File: src/design/itv_pkg.sv
// Package for the interrupt and trap vectoring block
package itv_pkg;
	localparam int NODE_W = 5;
	localparam int NUM_NODES = 32;
	localparam int TRAP_W = 7;
	localparam int VEC_W = 9;
	localparam int PRIO_W = 4;
	localparam int VEC_SHIFT = 2;
	// Trap numbers
	localparam logic [6:0] TRAP_RESET = 7'h00;
	localparam logic [6:0] TRAP_NMI = 7'h02;
	localparam logic [6:0] TRAP_OVERFLOW = 7'h04;
	localparam logic [6:0] TRAP_UNDERFLOW = 7'h06;
	localparam logic [6:0] TRAP_CLASS_B = 7'h0A;
	localparam logic [6:0] TRAP_RSV_LO = 7'h0B;
	localparam logic [6:0] TRAP_RSV_HI = 7'h0F;
	localparam logic [6:0] TRAP_FAST_EXT0 = 7'h18;
	// Fixed vectors and entry priorities
	localparam logic [8:0] VEC_RESET = 9'h000;
	localparam logic [8:0] VEC_NMI = 9'h008;
	localparam logic [8:0] VEC_CLASS_B = 9'h028;
	localparam logic [3:0] PRIO_TRAP = 4'hF;
	localparam logic [3:0] PRIO_RESET = 4'h0;
	// Peripheral node trap numbers, index 0..31
	localparam logic [6:0] NODE_TRAP [NUM_NODES] = '{
		7'h18, 7'h19, 7'h1A, 7'h1B, 7'h22, 7'h23, 7'h24, 7'h28,
		7'h29, 7'h2A, 7'h47, 7'h2B, 7'h2C, 7'h2D, 7'h2E, 7'h2F,
		7'h30, 7'h31, 7'h32, 7'h33, 7'h38, 7'h39, 7'h3A, 7'h3B,
		7'h3D, 7'h3E, 7'h3F, 7'h40, 7'h43, 7'h4D, 7'h4E, 7'h4F};
	// Trap flag register bit positions
	localparam int TF_EXT_BUS = 0;
	localparam int TF_INSTR_ACCESS = 1;
	localparam int TF_WORD_OPERAND = 2;
	localparam int TF_PROT_FAULT = 3;
	localparam int TF_UNDEF_OPCODE = 7;
	localparam int TF_UNDERFLOW = 13;
	localparam int TF_OVERFLOW = 14;
	localparam int TF_NMI = 15;
	localparam int TF_W = 16;
	localparam logic [15:0] TF_RESET = 16'h0000;
	localparam logic [15:0] TF_CLASS_A = 16'hE000;
	localparam logic [15:0] TF_CLASS_B = 16'h008F;
	// Trap priority ranks, higher wins
	localparam logic [1:0] RANK_NONE = 2'h0;
	localparam logic [1:0] RANK_B = 2'h1;
	localparam logic [1:0] RANK_A = 2'h2;

	typedef struct packed {
		logic nmi;
		logic stack_overflow;
		logic stack_underflow;
		logic undefined_opcode;
		logic protected_instr_fault;
		logic illegal_word_operand;
		logic illegal_instr_access;
		logic illegal_ext_bus;
	} itv_trap_req_t;

	typedef struct packed {
		logic valid;
		logic [6:0] trap_num;
		logic [8:0] vec_addr;
		logic [3:0] prio;
		logic is_trap;
	} itv_entry_t;
endpackage

File: src/design/itv_vectoring.sv
// Interrupt and trap vectoring logic facing the processor core
`timescale 1ns/1ps
`default_nettype none
// Notes on behaviour
// - Every peripheral node has request flag, enable flag and vector at four times trap number.
// - Fast external inputs 0..3 vector 0x60..0x6C, trap numbers 0x18..0x1B.
// - NMI to 0x08, stack overflow 0x10, stack underflow 0x18.
// - Five class B conditions share vector 0x28, trap 0x0A, own flag bits.
// - Hardware trap branches at once, no enable flag can mask it.
// - A hardware trap sets its own bit in the trap flag register.
// - Trap pre-empts program unless a trap of equal or higher priority is in service.
// - Standard and transfer-service requests cannot interrupt a running trap service.
// - Sixteen priority levels; only higher priority pre-empts an accepted service.
// - Software trap instruction vectors to location belonging to its number.
// - Software-set request bit raises the node as if hardware had.
module itv_vectoring #(
	parameter int NODES = itv_pkg::NUM_NODES
) (
	input wire logic ref_clk,
	input wire logic rst_b,
	input wire logic [NODES-1:0] hw_req,
	input wire logic [NODES-1:0] sw_set_req,
	input wire logic [NODES-1:0] sw_clr_req,
	input wire logic [NODES-1:0] node_enable,
	input wire logic [NODES*itv_pkg::PRIO_W-1:0] node_prio,
	input wire logic [NODES-1:0] node_xfer_sel,
	input wire logic global_enable,
	input wire logic [3:0] cpu_prio,
	input wire itv_pkg::itv_trap_req_t trap_req,
	input wire logic sw_trap,
	input wire logic [6:0] sw_trap_num,
	input wire logic entry_ack,
	input wire logic trap_return,
	input wire logic [15:0] tf_clear,
	output logic [NODES-1:0] node_request_bit,
	output logic [15:0] trap_flag_register,
	output itv_pkg::itv_entry_t entry,
	output logic xfer_req,
	output logic [4:0] xfer_node,
	output logic trap_active
);
	// ****************************************
	// Helpers
	// ****************************************
	function automatic logic [8:0] vec_of(input logic [6:0] tn);
		vec_of = {tn, 2'b00};
	endfunction

	function automatic logic [1:0] rank_of(input itv_pkg::itv_trap_req_t t);
		if (t.nmi || t.stack_overflow || t.stack_underflow)
			rank_of = itv_pkg::RANK_A;
		else if (t.undefined_opcode || t.protected_instr_fault || t.illegal_word_operand ||
			t.illegal_instr_access || t.illegal_ext_bus)
			rank_of = itv_pkg::RANK_B;
		else
			rank_of = itv_pkg::RANK_NONE;
	endfunction

	// ****************************************
	// Request flags and trap flags
	// ****************************************
	logic [NODES-1:0] req_q, req_d;
	logic [15:0] tf_q, tf_d;
	logic [1:0] svc_rank_q, svc_rank_d;
	logic [15:0] tf_set;
	logic [1:0] new_rank;
	logic trap_take;
	logic [6:0] trap_num;
	logic node_take;
	logic [4:0] node_idx;
	logic [3:0] node_lvl;
	itv_pkg::itv_entry_t entry_q, entry_d;

	always_comb
	begin
		tf_set = '0;
		tf_set[itv_pkg::TF_NMI] = trap_req.nmi;
		tf_set[itv_pkg::TF_OVERFLOW] = trap_req.stack_overflow;
		tf_set[itv_pkg::TF_UNDERFLOW] = trap_req.stack_underflow;
		tf_set[itv_pkg::TF_UNDEF_OPCODE] = trap_req.undefined_opcode;
		tf_set[itv_pkg::TF_PROT_FAULT] = trap_req.protected_instr_fault;
		tf_set[itv_pkg::TF_WORD_OPERAND] = trap_req.illegal_word_operand;
		tf_set[itv_pkg::TF_INSTR_ACCESS] = trap_req.illegal_instr_access;
		tf_set[itv_pkg::TF_EXT_BUS] = trap_req.illegal_ext_bus;
		// Set wins over clear
		tf_d = (tf_q & ~tf_clear) | tf_set;
		new_rank = rank_of(trap_req);
		// taken unless a service of equal or higher rank runs
		trap_take = (new_rank != itv_pkg::RANK_NONE) && (new_rank > svc_rank_q);
		if (trap_req.nmi)
			trap_num = itv_pkg::TRAP_NMI;
		else if (trap_req.stack_overflow)
			trap_num = itv_pkg::TRAP_OVERFLOW;
		else if (trap_req.stack_underflow)
			trap_num = itv_pkg::TRAP_UNDERFLOW;
		else
			trap_num = itv_pkg::TRAP_CLASS_B;
	end

	// ****************************************
	// Node arbitration
	// ****************************************
	always_comb
	begin
		node_take = 1'b0;
		node_idx = '0;
		node_lvl = '0;
		// Set wins over clear; software set acts like hardware
		req_d = (req_q & ~sw_clr_req) | hw_req | sw_set_req;
		for (int i = 0; i < NODES; i++)
		begin
			if (req_q[i] && node_enable[i] &&
				node_prio[i*itv_pkg::PRIO_W +: itv_pkg::PRIO_W] > cpu_prio &&
				(!node_take || node_prio[i*itv_pkg::PRIO_W +: itv_pkg::PRIO_W] > node_lvl))
			begin
				node_take = 1'b1;
				node_idx = i[4:0];
				node_lvl = node_prio[i*itv_pkg::PRIO_W +: itv_pkg::PRIO_W];
			end
		end
		node_take = node_take && global_enable && (svc_rank_q == itv_pkg::RANK_NONE) && !trap_take;
		svc_rank_d = svc_rank_q;
		if (trap_return)
			svc_rank_d = itv_pkg::RANK_NONE;
		if (trap_take)
			svc_rank_d = new_rank;
		entry_d = entry_q;
		if (entry_ack)
			entry_d.valid = 1'b0;
		if (trap_take)
		begin
			entry_d.valid = 1'b1;
			entry_d.trap_num = trap_num;
			entry_d.vec_addr = vec_of(trap_num);
			entry_d.prio = itv_pkg::PRIO_TRAP;
			entry_d.is_trap = 1'b1;
		end
		else if (sw_trap && !entry_q.valid)
		begin
			entry_d.valid = 1'b1;
			entry_d.trap_num = sw_trap_num;
			entry_d.vec_addr = vec_of(sw_trap_num);
			entry_d.prio = cpu_prio;
			entry_d.is_trap = 1'b0;
		end
		else if (node_take && !entry_q.valid && !node_xfer_sel[node_idx])
		begin
			entry_d.valid = 1'b1;
			entry_d.trap_num = itv_pkg::NODE_TRAP[node_idx];
			entry_d.vec_addr = vec_of(itv_pkg::NODE_TRAP[node_idx]);
			entry_d.prio = node_lvl;
			entry_d.is_trap = 1'b0;
			req_d[node_idx] = hw_req[node_idx] | sw_set_req[node_idx];
		end
		else if (node_take && node_xfer_sel[node_idx])
			req_d[node_idx] = hw_req[node_idx] | sw_set_req[node_idx];
	end

	always_ff @(posedge ref_clk or negedge rst_b)
	begin
		if (!rst_b)
		begin
			req_q <= '0;
			tf_q <= itv_pkg::TF_RESET;
			svc_rank_q <= itv_pkg::RANK_NONE;
			// reset entry at vector zero, trap zero
			entry_q <= '{valid: 1'b1, trap_num: itv_pkg::TRAP_RESET, vec_addr: itv_pkg::VEC_RESET, prio: itv_pkg::PRIO_RESET, is_trap: 1'b1};
		end
		else
		begin
			req_q <= req_d;
			tf_q <= tf_d;
			svc_rank_q <= svc_rank_d;
			entry_q <= entry_d;
		end
	end

	assign node_request_bit = req_q;
	assign trap_flag_register = tf_q;
	assign entry = entry_q;
	assign trap_active = (svc_rank_q != itv_pkg::RANK_NONE);
	assign xfer_req = node_take && node_xfer_sel[node_idx];
	assign xfer_node = node_idx;

	// ****************************************
	// Assertions
	// ****************************************
	a_trap_sets_flag: assert property (@(posedge ref_clk) disable iff (!rst_b)
		trap_req.nmi |=> tf_q[itv_pkg::TF_NMI]) else $error("nmi flag not set");
	a_classb_vector: assert property (@(posedge ref_clk) disable iff (!rst_b)
		(trap_take && new_rank == itv_pkg::RANK_B) |=> entry_q.vec_addr == itv_pkg::VEC_CLASS_B) else $error("class b vector");
	a_nmi_vector: assert property (@(posedge ref_clk) disable iff (!rst_b)
		trap_req.nmi && trap_take |=> entry_q.vec_addr == itv_pkg::VEC_NMI && entry_q.trap_num == itv_pkg::TRAP_NMI) else $error("nmi vector");
	a_vec_times_four: assert property (@(posedge ref_clk) disable iff (!rst_b)
		entry_q.valid |-> entry_q.vec_addr == {entry_q.trap_num, 2'b00}) else $error("vector not 4x trap");
	a_trap_unmasked: assert property (@(posedge ref_clk) disable iff (!rst_b)
		(trap_req.nmi && svc_rank_q != itv_pkg::RANK_A) |=> entry_q.valid && entry_q.is_trap) else $error("trap masked");
	a_no_preempt_a: assert property (@(posedge ref_clk) disable iff (!rst_b)
		(svc_rank_q == itv_pkg::RANK_A && !trap_return) |=> svc_rank_q == itv_pkg::RANK_A) else $error("class a pre-empted");
	a_trap_blocks_nodes: assert property (@(posedge ref_clk) disable iff (!rst_b)
		trap_active |-> !xfer_req) else $error("transfer during trap");
	a_sw_trap_prio: assert property (@(posedge ref_clk) disable iff (!rst_b)
		(sw_trap && !trap_take && !entry_q.valid) |=> entry_q.prio == $past(cpu_prio) && !entry_q.is_trap) else $error("sw trap prio");
	a_sw_set_raises: assert property (@(posedge ref_clk) disable iff (!rst_b)
		sw_set_req[0] |=> req_q[0]) else $error("sw set lost");
	a_overflow_sets_flag: assert property (@(posedge ref_clk) disable iff (!rst_b)
		trap_req.stack_overflow |=> tf_q[itv_pkg::TF_OVERFLOW]) else $error("overflow flag not set");
	a_node_prio_above: assert property (@(posedge ref_clk) disable iff (!rst_b)
		(node_take && !entry_q.valid && !sw_trap && !node_xfer_sel[node_idx]) |=> entry_q.prio > $past(cpu_prio)) else $error("node prio");
	a_reserved_unused: assert property (@(posedge ref_clk) disable iff (!rst_b)
		(entry_q.valid && entry_q.is_trap) |-> !(entry_q.trap_num inside {[itv_pkg::TRAP_RSV_LO:itv_pkg::TRAP_RSV_HI]})) else $error("reserved trap");
	a_xfer_clears_req: assert property (@(posedge ref_clk) disable iff (!rst_b)
		(xfer_req && !hw_req[xfer_node] && !sw_set_req[xfer_node]) |=> !req_q[$past(xfer_node)]) else $error("xfer req kept");
	c_trap_entry: cover property (@(posedge ref_clk) disable iff (!rst_b) trap_take);
	c_node_entry: cover property (@(posedge ref_clk) disable iff (!rst_b) node_take && !node_xfer_sel[node_idx]);
	c_xfer: cover property (@(posedge ref_clk) disable iff (!rst_b) xfer_req);
	c_nested_trap: cover property (@(posedge ref_clk) disable iff (!rst_b) trap_take && svc_rank_q == itv_pkg::RANK_B);
	c_sw_entry: cover property (@(posedge ref_clk) disable iff (!rst_b) sw_trap && !trap_take && !entry_q.valid);
endmodule
`default_nettype wire

File: config.mk
export PLATFORM = sky130hd
export DESIGN_NAME = itv_vectoring
export DESIGN_NICKNAME = d
export VERILOG_FILES = /design/src/design/itv_pkg.sv /design/src/design/itv_vectoring.sv
export SDC_FILE = /design/constraint.sdc
export NUM_CORES = 1
export LEC_CHECK = 0
export BUFFER_PORTS_ARGS = -buffer_cell sky130_fd_sc_hd__buf_2
export CORE_MARGIN = 3
export CORE_UTILIZATION = 32
export CTS_CLUSTER_SIZE = 10
export DETAILED_ROUTE_END_ITERATION = 8
export PLACE_DENSITY_LB_ADDON = 0.05
export SETUP_SLACK_MARGIN = 0.2
export SLEW_MARGIN = 0
export SYNTH_ARGS = -nofsm -noshare
export SYNTH_HDL_FRONTEND = slang
export SYNTH_SLANG_ARGS = --single-unit
File: constraint.sdc
create_clock -name ref_clk -period 92 [get_ports ref_clk]
set_clock_uncertainty 0.05 [all_clocks]
set_input_delay 18.4 -clock ref_clk [delete_from_list [all_inputs] [get_ports ref_clk]]
set_output_delay 18.4 -clock ref_clk [all_outputs]
set_load 0.02 [all_outputs]
# Yosys cells after proc, flatten, opt, wreduce, memory -nomap -nowiden
# Memory sizes are Yosys's and may differ from the RTL's.
# Cells that the tools add are included.
# totals
register_bits	72
romBits	224
input_bits	329
output_inout_bits	77
word_cells	387
mem_count	1
# memory_table
memory	depth	width	rd	rd_ports_with_merged_regs	write_ports	line_no	text
(name not given)	32	7	1	0	0	itv_vectoring.sv:150	entry_d.vec_addr = vec_of(itv_pkg::NODE_TRAP[node_idx]);
# op_classes
n_lt_le_gt_ge	67
muxes	121
n_bitwise	9
n_reduce_logical	181
# ops
operator	n
> comparator 4 bit	63
2-to-1 mux 5 bit	30
2-to-1 mux 4 bit	35
2-to-1 mux 32 bit	4
logical AND 1 bit	104
2-to-1 mux 22 bit	3
bitwise OR 32 bit	2
2-to-1 mux 1 bit	39
logical OR 1 bit	37
logical NOT 1 bit	34
AND 32 bit	1
bitwise mux 32 bit	1
inverter 32 bit	1
AND 16 bit	1
inverter 16 bit	1
bitwise OR 16 bit	1
binary-select mux 1 bit (select 5 bit)	3
2-to-1 mux 7 bit	2
greater-or-equal comparator 6 bit, second input constant	1
< comparator 5 x 6 -> 1 bit, second input constant	1
2-to-1 mux 2 bit	3
inverter 5 -> 6 bit	1
nonzero test 2 bit	3
demux 1 bit (select 5 bit)	1
6 further kinds	6

# Logic depth before layout (Yosys ltp)
# Gate-level depths: netlist of the first run.
# logic_depth
depth_word	136
ltp_mapped	304
ltp_nobuf	293

# Worst setup path after synthesis of the first run
# Ideal clock, no wire load.
# synth_timing
kind	input to output
start	input port cpu_prio[3]
end	output port xfer_req
t_arrival_ns	66.965
t_required_ns	73.550
setup_slack_ns	6.585
stages	266
path_buffers	12
path_cell_list	inv_1 -> ha_1 -> nand4_1 -> nand3_1 -> a21oi_2 -> nand2_1 -> ha_1 -> nor2b_1 -> o211a_1 -> o21a_1 -> o211a_1 -> or2_2 -> inv_1 -> ha_1 -> nor2b_1 -> o21a_1 -> nor3_1 -> a2bb2oi_1 -> [230 not listed] -> o21ai_0 -> nand2b_1 -> a21oi_1 -> a41o_1 -> a21oi_1 -> nand2b_1 -> nand2b_1 -> or4_1 -> buf_2 -> a21oi_4 -> buf_2 -> nor2_1 -> a2bb2oi_1 -> o211ai_1 -> a21oi_1 -> buf_4 -> buf_2 -> and2_1
# synth_via
elab_chain_cells	131
word_cells_on_any_way	288
classes_between	order compare: 63; mux: 96; reduce/logical: 129
# synth_rtl
item	line_no	text
from (decl)	itv_vectoring.sv:28	input wire logic [3:0] cpu_prio,
parallel branches: the longest is 130 deep, another holds > comparator 4 bit	n/a	
logical AND 1 bit (*)	itv_vectoring.sv:182	assign xfer_req = node_take && node_xfer_sel[node_idx];
to (decl)	itv_vectoring.sv:38	output logic xfer_req,
# Mark *: on every way between the ends. The select of a mux whose other input is x is not followed.

# Worst setup path in the final report of the first run
# Same ends and word-level chain as after synthesis.

==> results.md, run 1 <==
* Num CTS Buffers at 9
* Via count at 15937
* DR WL met2 at 29500 microns
* Final WL at 61700 microns
* Root Driver: clkbuf_16
* Max incr delay on CP at 0.51 ns
* Die height at 216 microns
* Starting Density at 32.5%
* Max stage delay cell, worst path: or4_4
* Kind of critical path: in2out
* FF-to-FF End: node_request_bit[21]
* Hold_ws at 0.426 ns
* DP HPWL at 51500 microns
* Vias per cell at 5.60
* Clk buf depth at 2
* Dpl cells at 2813
* Slew Viols, Final at 0
* Initial antenna violation count at 4
* DRC viols at 0
* Most Frequent Cell on Critical Path: ha_1
* Worst-path fanout max at 19
* Tightest Pin Transition at 1.22 ns
* Reg2Reg Depth at 263
* Fmax at 0.0114 GHz
* Worst Setup Slack, final at 4.02 ns
* GRT overflow at 0
* Number of global-route vias before repair at 15719
* Hold path cells at 1
* Synth async-reset ratio at 100%
* Setup TNS Final at 0 ns
* Core area at 0.0433 sq mm
* Iter 0 DRT Violations at 920
* Syn Inst Count at 1854
* RSZ-0062 raised after global routing: false
* Met3 routed WL at 3230 microns
* Layout area overhead at 23.4%
* Pre-CTS setup slack at 1.06 ns
* TritonCTS clock tree: done
* H-tree Lvls at 3
* Metal-1 WL at 27400 microns
* Number of max-cap violations at 0
* Final setup fails at 0
* Reg2reg start: node_request_bit[0]
* # rows at 76
* First-pass GRT wire length at 92100 microns
* Total track usage at 25.3%
* Library cells used by synthesis at 100
* Die width at 216 microns
* Pre-Repair DR Iteration Count at 5
* Routed Antenna Nets at 0
* Synth Register Bits at 63
* Hold Vio Cnt, Final at 0
* Worst min-delay path class: reg2reg
* TritonCTS Sinks at 63
* Largest net degree at the start of global routing at 64
* Worst setup EP type: output port
* WL per Instance at 21.7 microns
* I/O Pins at 406
* Min cycle time layout at 87.98 ns
* Clk_lat worst skew at 0.35 ns
* Dominant synthesized flop cell: dfrtp_1
* Critical Path Start Type: primary input
* Non-Filler Instances at 2846
* Slew HR at 18.2%
* Filler Cell Count at 4635
* Status: finished, final reports clean
* CP Data Arrival Time at 69.53 ns
* Reg-to-reg slack, setup at 39.58 ns
* Syn Std Cell Area at 0.0141 sq mm
* Clk pin slew, worst setup/hold paths at 0.07 ns
* IO Port Bufs at 403
* Number of nets in the layout at 2818
* Number of synthesized flops with an enable pin at 0
* Final Cycle Share at 95.6%
* Hold Startpoint: trap_flag_register[3]
* Highest routed layer: met5
* Seq/Total Area, Yosys at 11.2%
* Yosys warnings at 0
* Hold path endpoint: trap_flag_register[3]
* Layout cells sized above 1 at 25.4%
* Critical Path RT at 73.55 ns
* Die area at 0.0465 sq mm
* Placer Congestion at 0.922
* Mean Syn Cell Area at 7.58 sq um
-- layout make-up --
cell class	instances	area, sq um	area share (%)
inverters	174	658	3.79
clock inverters	7	101	0.584
multi-input cells	1573	11800	68.1
clock buffers	9	225	1.30
diodes	3	7.51	0.0433
flip-flops and latches	63	1580	9.10
repair buffers	432	2240	12.9
well taps	585	732	4.22
-- stage by stage --
stage	area, sq um	utilization, %
floorplan	14100	-
global placement	16700	38.6
detailed placement	16700	38.6
CTS	17000	39.3
global route	17300	40.1
finish	17300	40.1
-- registers in the layout, summed over array words and instances (netlist names) --
name / count
svc_rank_q: 2
trap_flag_register: 16
entry: 13
node_request_bit: 32
-- kinds of logic (layout without fill, tap and decap cells) --
kind of cell | count (synthesis) | after routing | synth area share [%]
AOI/OAI and AO/OA | 644 | 644 | 32.7
xor gates and xnor gates | 1 | 1 | 0.0623
adders and majority gates | 238 | 238 | 21.2
buffers and inverters | 219 | 622 | 6.43
DFF | 63 | 63 | 11.2
muxes | 90 | 90 | 6.71
other | 1 | 5 | 0.0267
and+or+nand+nor | 598 | 598 | 21.7
-- cells in the final DEF, fill, tap and decap left out, types with 23 or more instances in the layout --
cell type  count
a211oi_1      30
a21o_1        38
a21oi_1      115
a31oi_1       27
and2_1        23
buf_2        402
buf_4         30
dfrtp_1       61
ha_1         236
inv_1        171
mux2_2        25
mux2i_1       61
nand2_1      108
nand2b_1      26
nand3_1       58
nand4_1       43
nor2_1       157
nor2b_1       67
nor3_1        33
o211ai_1      23
o21a_1        59
o21ai_0       88
o21ai_1       28
-- layer usage --
metal	track usage, %	vias to the layer above
met5	0	-
met4	6.76	4
met3	3.10	76
met2	44.3	501
met1	33.0	7544
li1	-	7812
-- critical path, delay by kind of cell --
| kind | cells | cell delay, ns |
|---|---|---|
| adder cells (fa/ha/maj) | 34 | 10.15 |
| AO/OA/AOI/OAI | 129 | 24.29 |
| AND/OR/NAND/NOR | 70 | 9.88 |
| buffers and inverters | 17 | 1.81 |
| multiplexers | 15 | 4.86 |
-- how the worst max path moves through the flow --
stage	start	depth (start not counted)	to
finish	cpu_prio[3]	265	xfer_req
global route	cpu_prio[1]	271	xfer_req
CTS	cpu_prio[1]	263	xfer_req
detailed placement	cpu_prio[1]	263	xfer_req
global placement	cpu_prio[3]	264	xfer_req
floorplan	cpu_prio[3]	266	xfer_req
-- timing repair --
action                                 4_1_cts  5_1_grt
gates resized for setup                      0       46
hold buffers                                 0        0
endpoints found under the hold margin        0        0
buffers inserted                             0       14
setup endpoints to repair                    0        6
-- synth_stat cells (all sizes together), types with 6 or more instances --
master   instances  area share (%)
or2             18            0.80
a31oi           32             1.5
dfrtp           61              11
a22oi            9            0.48
o21a            60             3.2
o221ai           6            0.42
o22ai            8            0.36
nor4            12            0.64
nor3            35             1.3
or3             13            0.61
a31o             8            0.50
clkbuf          17            0.45
o311ai          17             1.1
and3             6            0.27
o21ai          120             4.4
nand2b          27             1.2
o2111ai         22             1.4
nand3           58             2.1
buf             28             1.3
mux2            28             2.3
o211ai          28             1.7
ha             236              21
a21o            40             2.1
a311oi           7            0.44
a21boi          22             1.2
nor2b           67             3.0
or4              7            0.40
o31ai           20             1.2
a21oi          124             4.7
a211o           13            0.81
nor2           161             4.3
inv            174             4.6
a211oi          35             2.0
and2            23             1.0
nand2          111             3.0
nand4           43             1.9
nor3b            7            0.37
o211a           12            0.85
mux2i           62             4.4
o31a             8            0.50
Power of run 1 is not shown: default switching activity piles up to over one toggle a cycle in this logic, so the estimate is an artifact.
==> run 2, diff against run 1 <==
--- a/config.mk
+++ b/config.mk
@@ -7,7 +7,7 @@
 export LEC_CHECK = 0
 export BUFFER_PORTS_ARGS = -buffer_cell sky130_fd_sc_hd__buf_2
 export CORE_MARGIN = 3
-export CORE_UTILIZATION = 32
+export CORE_UTILIZATION = 30
 export CTS_CLUSTER_SIZE = 10
 export DETAILED_ROUTE_END_ITERATION = 8
 export PLACE_DENSITY_LB_ADDON = 0.05
==> results.md, run 2 (synthesized netlist as in run 1, its figures left out) <==
* Most common cell after layout, fill and taps aside: buf_2
* Clk pin slew, worst setup/hold paths at 0.07 ns
* Layout area overhead at 24.2%
* Max incr delay on CP at 0.53 ns
* Critical Path RT at 73.55 ns
* DRC viols at 0
* Max reg flops at 32
* Worst setup EP type: output port
* Worst-path fanout max at 19
* Final setup fails at 0
* IO Port Bufs at 403
* Max stage delay cell, worst path: or4_4
* # rows at 78
* Core area at 0.0459 sq mm
* Hold Startpoint: trap_flag_register[14]
* Initial antenna violation count at 2
* Slew Viols, Final at 0
* Clk buf depth at 2
* Pre-Repair DR Iteration Count at 5
* Hold_ws at 0.429 ns
* Placer Congestion at 0.905
* Total track usage at 24.1%
* Setup TNS Final at 0 ns
* H-tree Lvls at 3
* Slew HR at 18.8%
* Vias per cell at 5.62
* Worst min-delay path class: reg2reg
* Hold Vio Cnt, Final at 0
* I/O Pins at 406
* Status: finished, final reports clean
* DP HPWL at 52700 microns
* Via count at 16101
* RSZ-0062 raised after global routing: false
* TritonCTS clock tree: done
* Routed Antenna Nets at 0
* WL per Instance at 22.1 microns
* Final Cycle Share at 95.9%
* Root Driver: clkbuf_16
* Min cycle time layout at 88.26 ns
* Number of global-route vias before repair at 15854
* Clk_lat worst skew at 0.35 ns
* Layout cells sized above 1 at 25.9%
* Most Frequent Cell on Critical Path: ha_1
* TritonCTS Sinks at 63
* Most frequent cells in the layout: buf_2, ha_1, inv_1
* Starting Density at 30.6%
* Final WL at 63200 microns
* Kind of critical path: in2out
* First-pass GRT wire length at 93500 microns
* Die height at 222 microns
* Critical Path Start Type: primary input
* Iter 0 DRT Violations at 879
* Tightest Pin Transition at 1.21 ns
* GRT overflow at 0
* Number of max-cap violations at 0
* Fmax at 0.0113 GHz
* Die area at 0.0495 sq mm
* Largest net degree at the start of global routing at 64
* Worst setup startpoint: cpu_prio[2]
* Number of nets in the layout at 2825
* Num CTS Buffers at 9
* Reg2reg start: node_request_bit[0]
* Ant diodes at 0
* Die width at 222 microns
* CP Data Arrival Time at 69.81 ns
-- run 2: final cells by class --
cell class	instances	area, sq um
fillers	4957	28400
multi-input cells	1573	11900
clock buffers	9	225
clock inverters	7	104
repair buffers	439	2290
inverters	174	656
flip-flops and latches	63	1580
well taps	600	751
-- run 2: final timing paths --
check	slack [ns]	depth (start not counted)	endpoint
max in group asynchronous	73.19	1	node_request_bit[22]
setup reg to reg	39.55	266	node_request_bit[6]
min in group asynchronous	18.12	1	trap_flag_register[0]
hold reg to reg	0.43	1	trap_flag_register[14]
setup / recovery	3.74	268	xfer_req
hold / removal	0.43	1	trap_flag_register[14]
-- run 2: repair_timing --
item | in CTS | in global routing
setup buffers | 0 | 19
setup endpoints to repair | 0 | 6
gates resized for setup | 0 | 52
hold endpoints to repair | 0 | 0
hold buffers | 0 | 0
-- run 2: per-stage QoR --
| step | cell area (sq um) | utilization, % | setup slack [ns] | instances |
|---|---|---|---|---|
| global placement | 16700 | 36.5 | 1.48 | 2830 |
| detailed placement | 16700 | 36.5 | 0.573 | 2830 |
| global route | 17500 | 38.1 | 0.00607 | 2865 |
| CTS | 17100 | 37.2 | 0.347 | 2846 |
| floorplan | 14100 | - | 6.58 | 1855 |
| finish | 17500 | 38.1 | 3.74 | 2865 |
-- run 2: metal layers --
metal / vias up / share of wire, % / GRT usage (%)
met5: - / 0 / 0
met4: 0 / 1.5 / 4.16
met3: 48 / 4.7 / 2.73
met2: 498 / 50 / 43.6
met1: 7711 / 44 / 31.1
li1: 7844 / - / -
-- run 2: critical path, delay by kind of cell --
family | cells | cell delay, ns
multiplexers | 14 | 4.50
buffers and inverters | 20 | 2.12
AND/OR/NAND/NOR | 71 | 10.33
AO/OA/AOI/OAI | 130 | 24.78
adder cells (fa/ha/maj) | 33 | 9.58
Power of run 2 is left out for the same reason.
==> run 3, diff against run 2 <==
--- a/config.mk
+++ b/config.mk
@@ -7,7 +7,7 @@
 export LEC_CHECK = 0
 export BUFFER_PORTS_ARGS = -buffer_cell sky130_fd_sc_hd__buf_2
 export CORE_MARGIN = 3
-export CORE_UTILIZATION = 30
+export CORE_UTILIZATION = 55
 export CTS_CLUSTER_SIZE = 10
 export DETAILED_ROUTE_END_ITERATION = 8
 export PLACE_DENSITY_LB_ADDON = 0.05
==> results.md, run 3 (synthesized netlist as in run 1, its figures left out) <==
* Status: finished, final reports clean
* Worst-path fanout max at 47
* Filler Cell Count at 2202
* WL per Instance at 21.3 microns
* Worst min-delay path class: reg2reg
* First-pass GRT wire length at 83800 microns
* Starting Density at 56.8%
* CP Buf/Inv Count at 17
* Number of nets in the layout at 2812
* Max stage delay cell, worst path: or4_4
* Critical Path RT at 73.55 ns
* Total track usage at 37.1%
* Die area at 0.0275 sq mm
* Largest delay share family, worst path: compound AO/OA/AOI/OAI gates
* GRT overflow at 0
* Core area at 0.0247 sq mm
* Clk buf depth at 2
* Routed Antenna Nets at 0
* Final Cycle Share at 95.9%
* Min cycle time layout at 88.24 ns
* I/O Pins at 406
* Most Frequent Cell on Critical Path: ha_1
* Num CTS Buffers at 9
* Pre-CTS setup slack at 0.0556 ns
* Via count at 16580
* Pre-Repair DR Iteration Count at 6
* Final core utilization at 69.0%
* Final WL at 54800 microns
* Clk_lat worst skew at 0.35 ns
* Initial antenna violation count at 1
* CP Data Arrival Time at 69.79 ns
* Max incr delay on CP at 0.51 ns
* Die height at 166 microns
* IO Port Bufs at 403
* TritonCTS Sinks at 63
* TritonCTS clock tree: done
* Final setup fails at 0
* H-tree Lvls at 3
* Iter 0 DRT Violations at 1382
* Most common cell after layout, fill and taps aside: buf_2
* DRC viols at 0
* Critical Path Start Type: primary input
* Worst Setup Slack, final at 3.76 ns
* Layout cells sized above 1 at 25.4%
* Slew Viols, Final at 0
* Number of global-route vias before repair at 16111
* Layout area overhead at 21.5%
* Die width at 166 microns
* Number of max-cap violations at 0
* Kind of critical path: in2out
* # rows at 57
* Root Driver: clkbuf_16
* DP HPWL at 44200 microns
* Clk pin slew, worst setup/hold paths at 0.07 ns
* Number of hold buffers added after cts at 0
* Tightest Pin Transition at 1.16 ns
* Largest net degree at the start of global routing at 64
* Fmax at 0.0113 GHz
* Slew HR at 22.4%
* Worst setup EP type: output port
* Placer Congestion at 1.01
* Vias per cell at 6.43
* Most frequent cells in the layout: buf_2, ha_1, inv_1
* Hold Vio Cnt, Final at 0
* Max reg flops at 32
==> run 3: routing by layer <==
layer / vias to the layer above / global-route usage, % / part of all wire [%]
met3: 204 / 5.50 / 8.1
li1: 7809 / - / -
met5: - / 0 / 0
met1: 7667 / 45.3 / 39
met4: 0 / 20.1 / 6.3
met2: 900 / 63.2 / 47
==> run 3: per-stage QoR <==
stage	cells	instance area [sq um]	hold WS, ns	setup TNS, ns
4_1_cts	2564	16700	0.430	0
6_report	2577	17100	0.427	0
5_1_grt	2577	17100	0.459	-0.0629
2_1_floorplan	1855	14100	0.480	0
3_3_place_gp	2548	16300	0.405	0
3_5_place_dp	2548	16300	0.411	0
==> run 3: path summary, 6_finish.rpt <==
| path | start | endpoint | slack, ns | cells past startpoint |
|---|---|---|---|---|
| max in group asynchronous | rst_b | node_request_bit[20] | 73.12 | 2 |
| min in group asynchronous | rst_b | trap_flag_register[5] | 18.20 | 2 |
| worst min-delay path | trap_flag_register[14] | trap_flag_register[14] | 0.43 | 1 |
| worst max register to register | node_request_bit[0] | node_request_bit[23] | 39.70 | 261 |
| worst min register to register | trap_flag_register[14] | trap_flag_register[14] | 0.43 | 1 |
| worst max-delay path | cpu_prio[3] | xfer_req | 3.76 | 265 |
==> run 3: layout make-up <==
cell class	instances	area (sq um)	area share (%)
clock buffer	9	225	1.32
inverter	174	661	3.87
clock inverter	7	128	0.748
multi-input combinational	1573	11900	69.5
timing repair buffer	426	2200	12.9
tap	324	405	2.37
antenna	1	2.50	0.0147
sequential	63	1580	9.25
==> run 3: what timing repair did <==
action	in CTS	in global routing
pin swaps	0	6
gates resized for setup	1	61
setup endpoints to repair	1	6
buffers inserted	0	12
Power of run 3 is left out for the same reason.
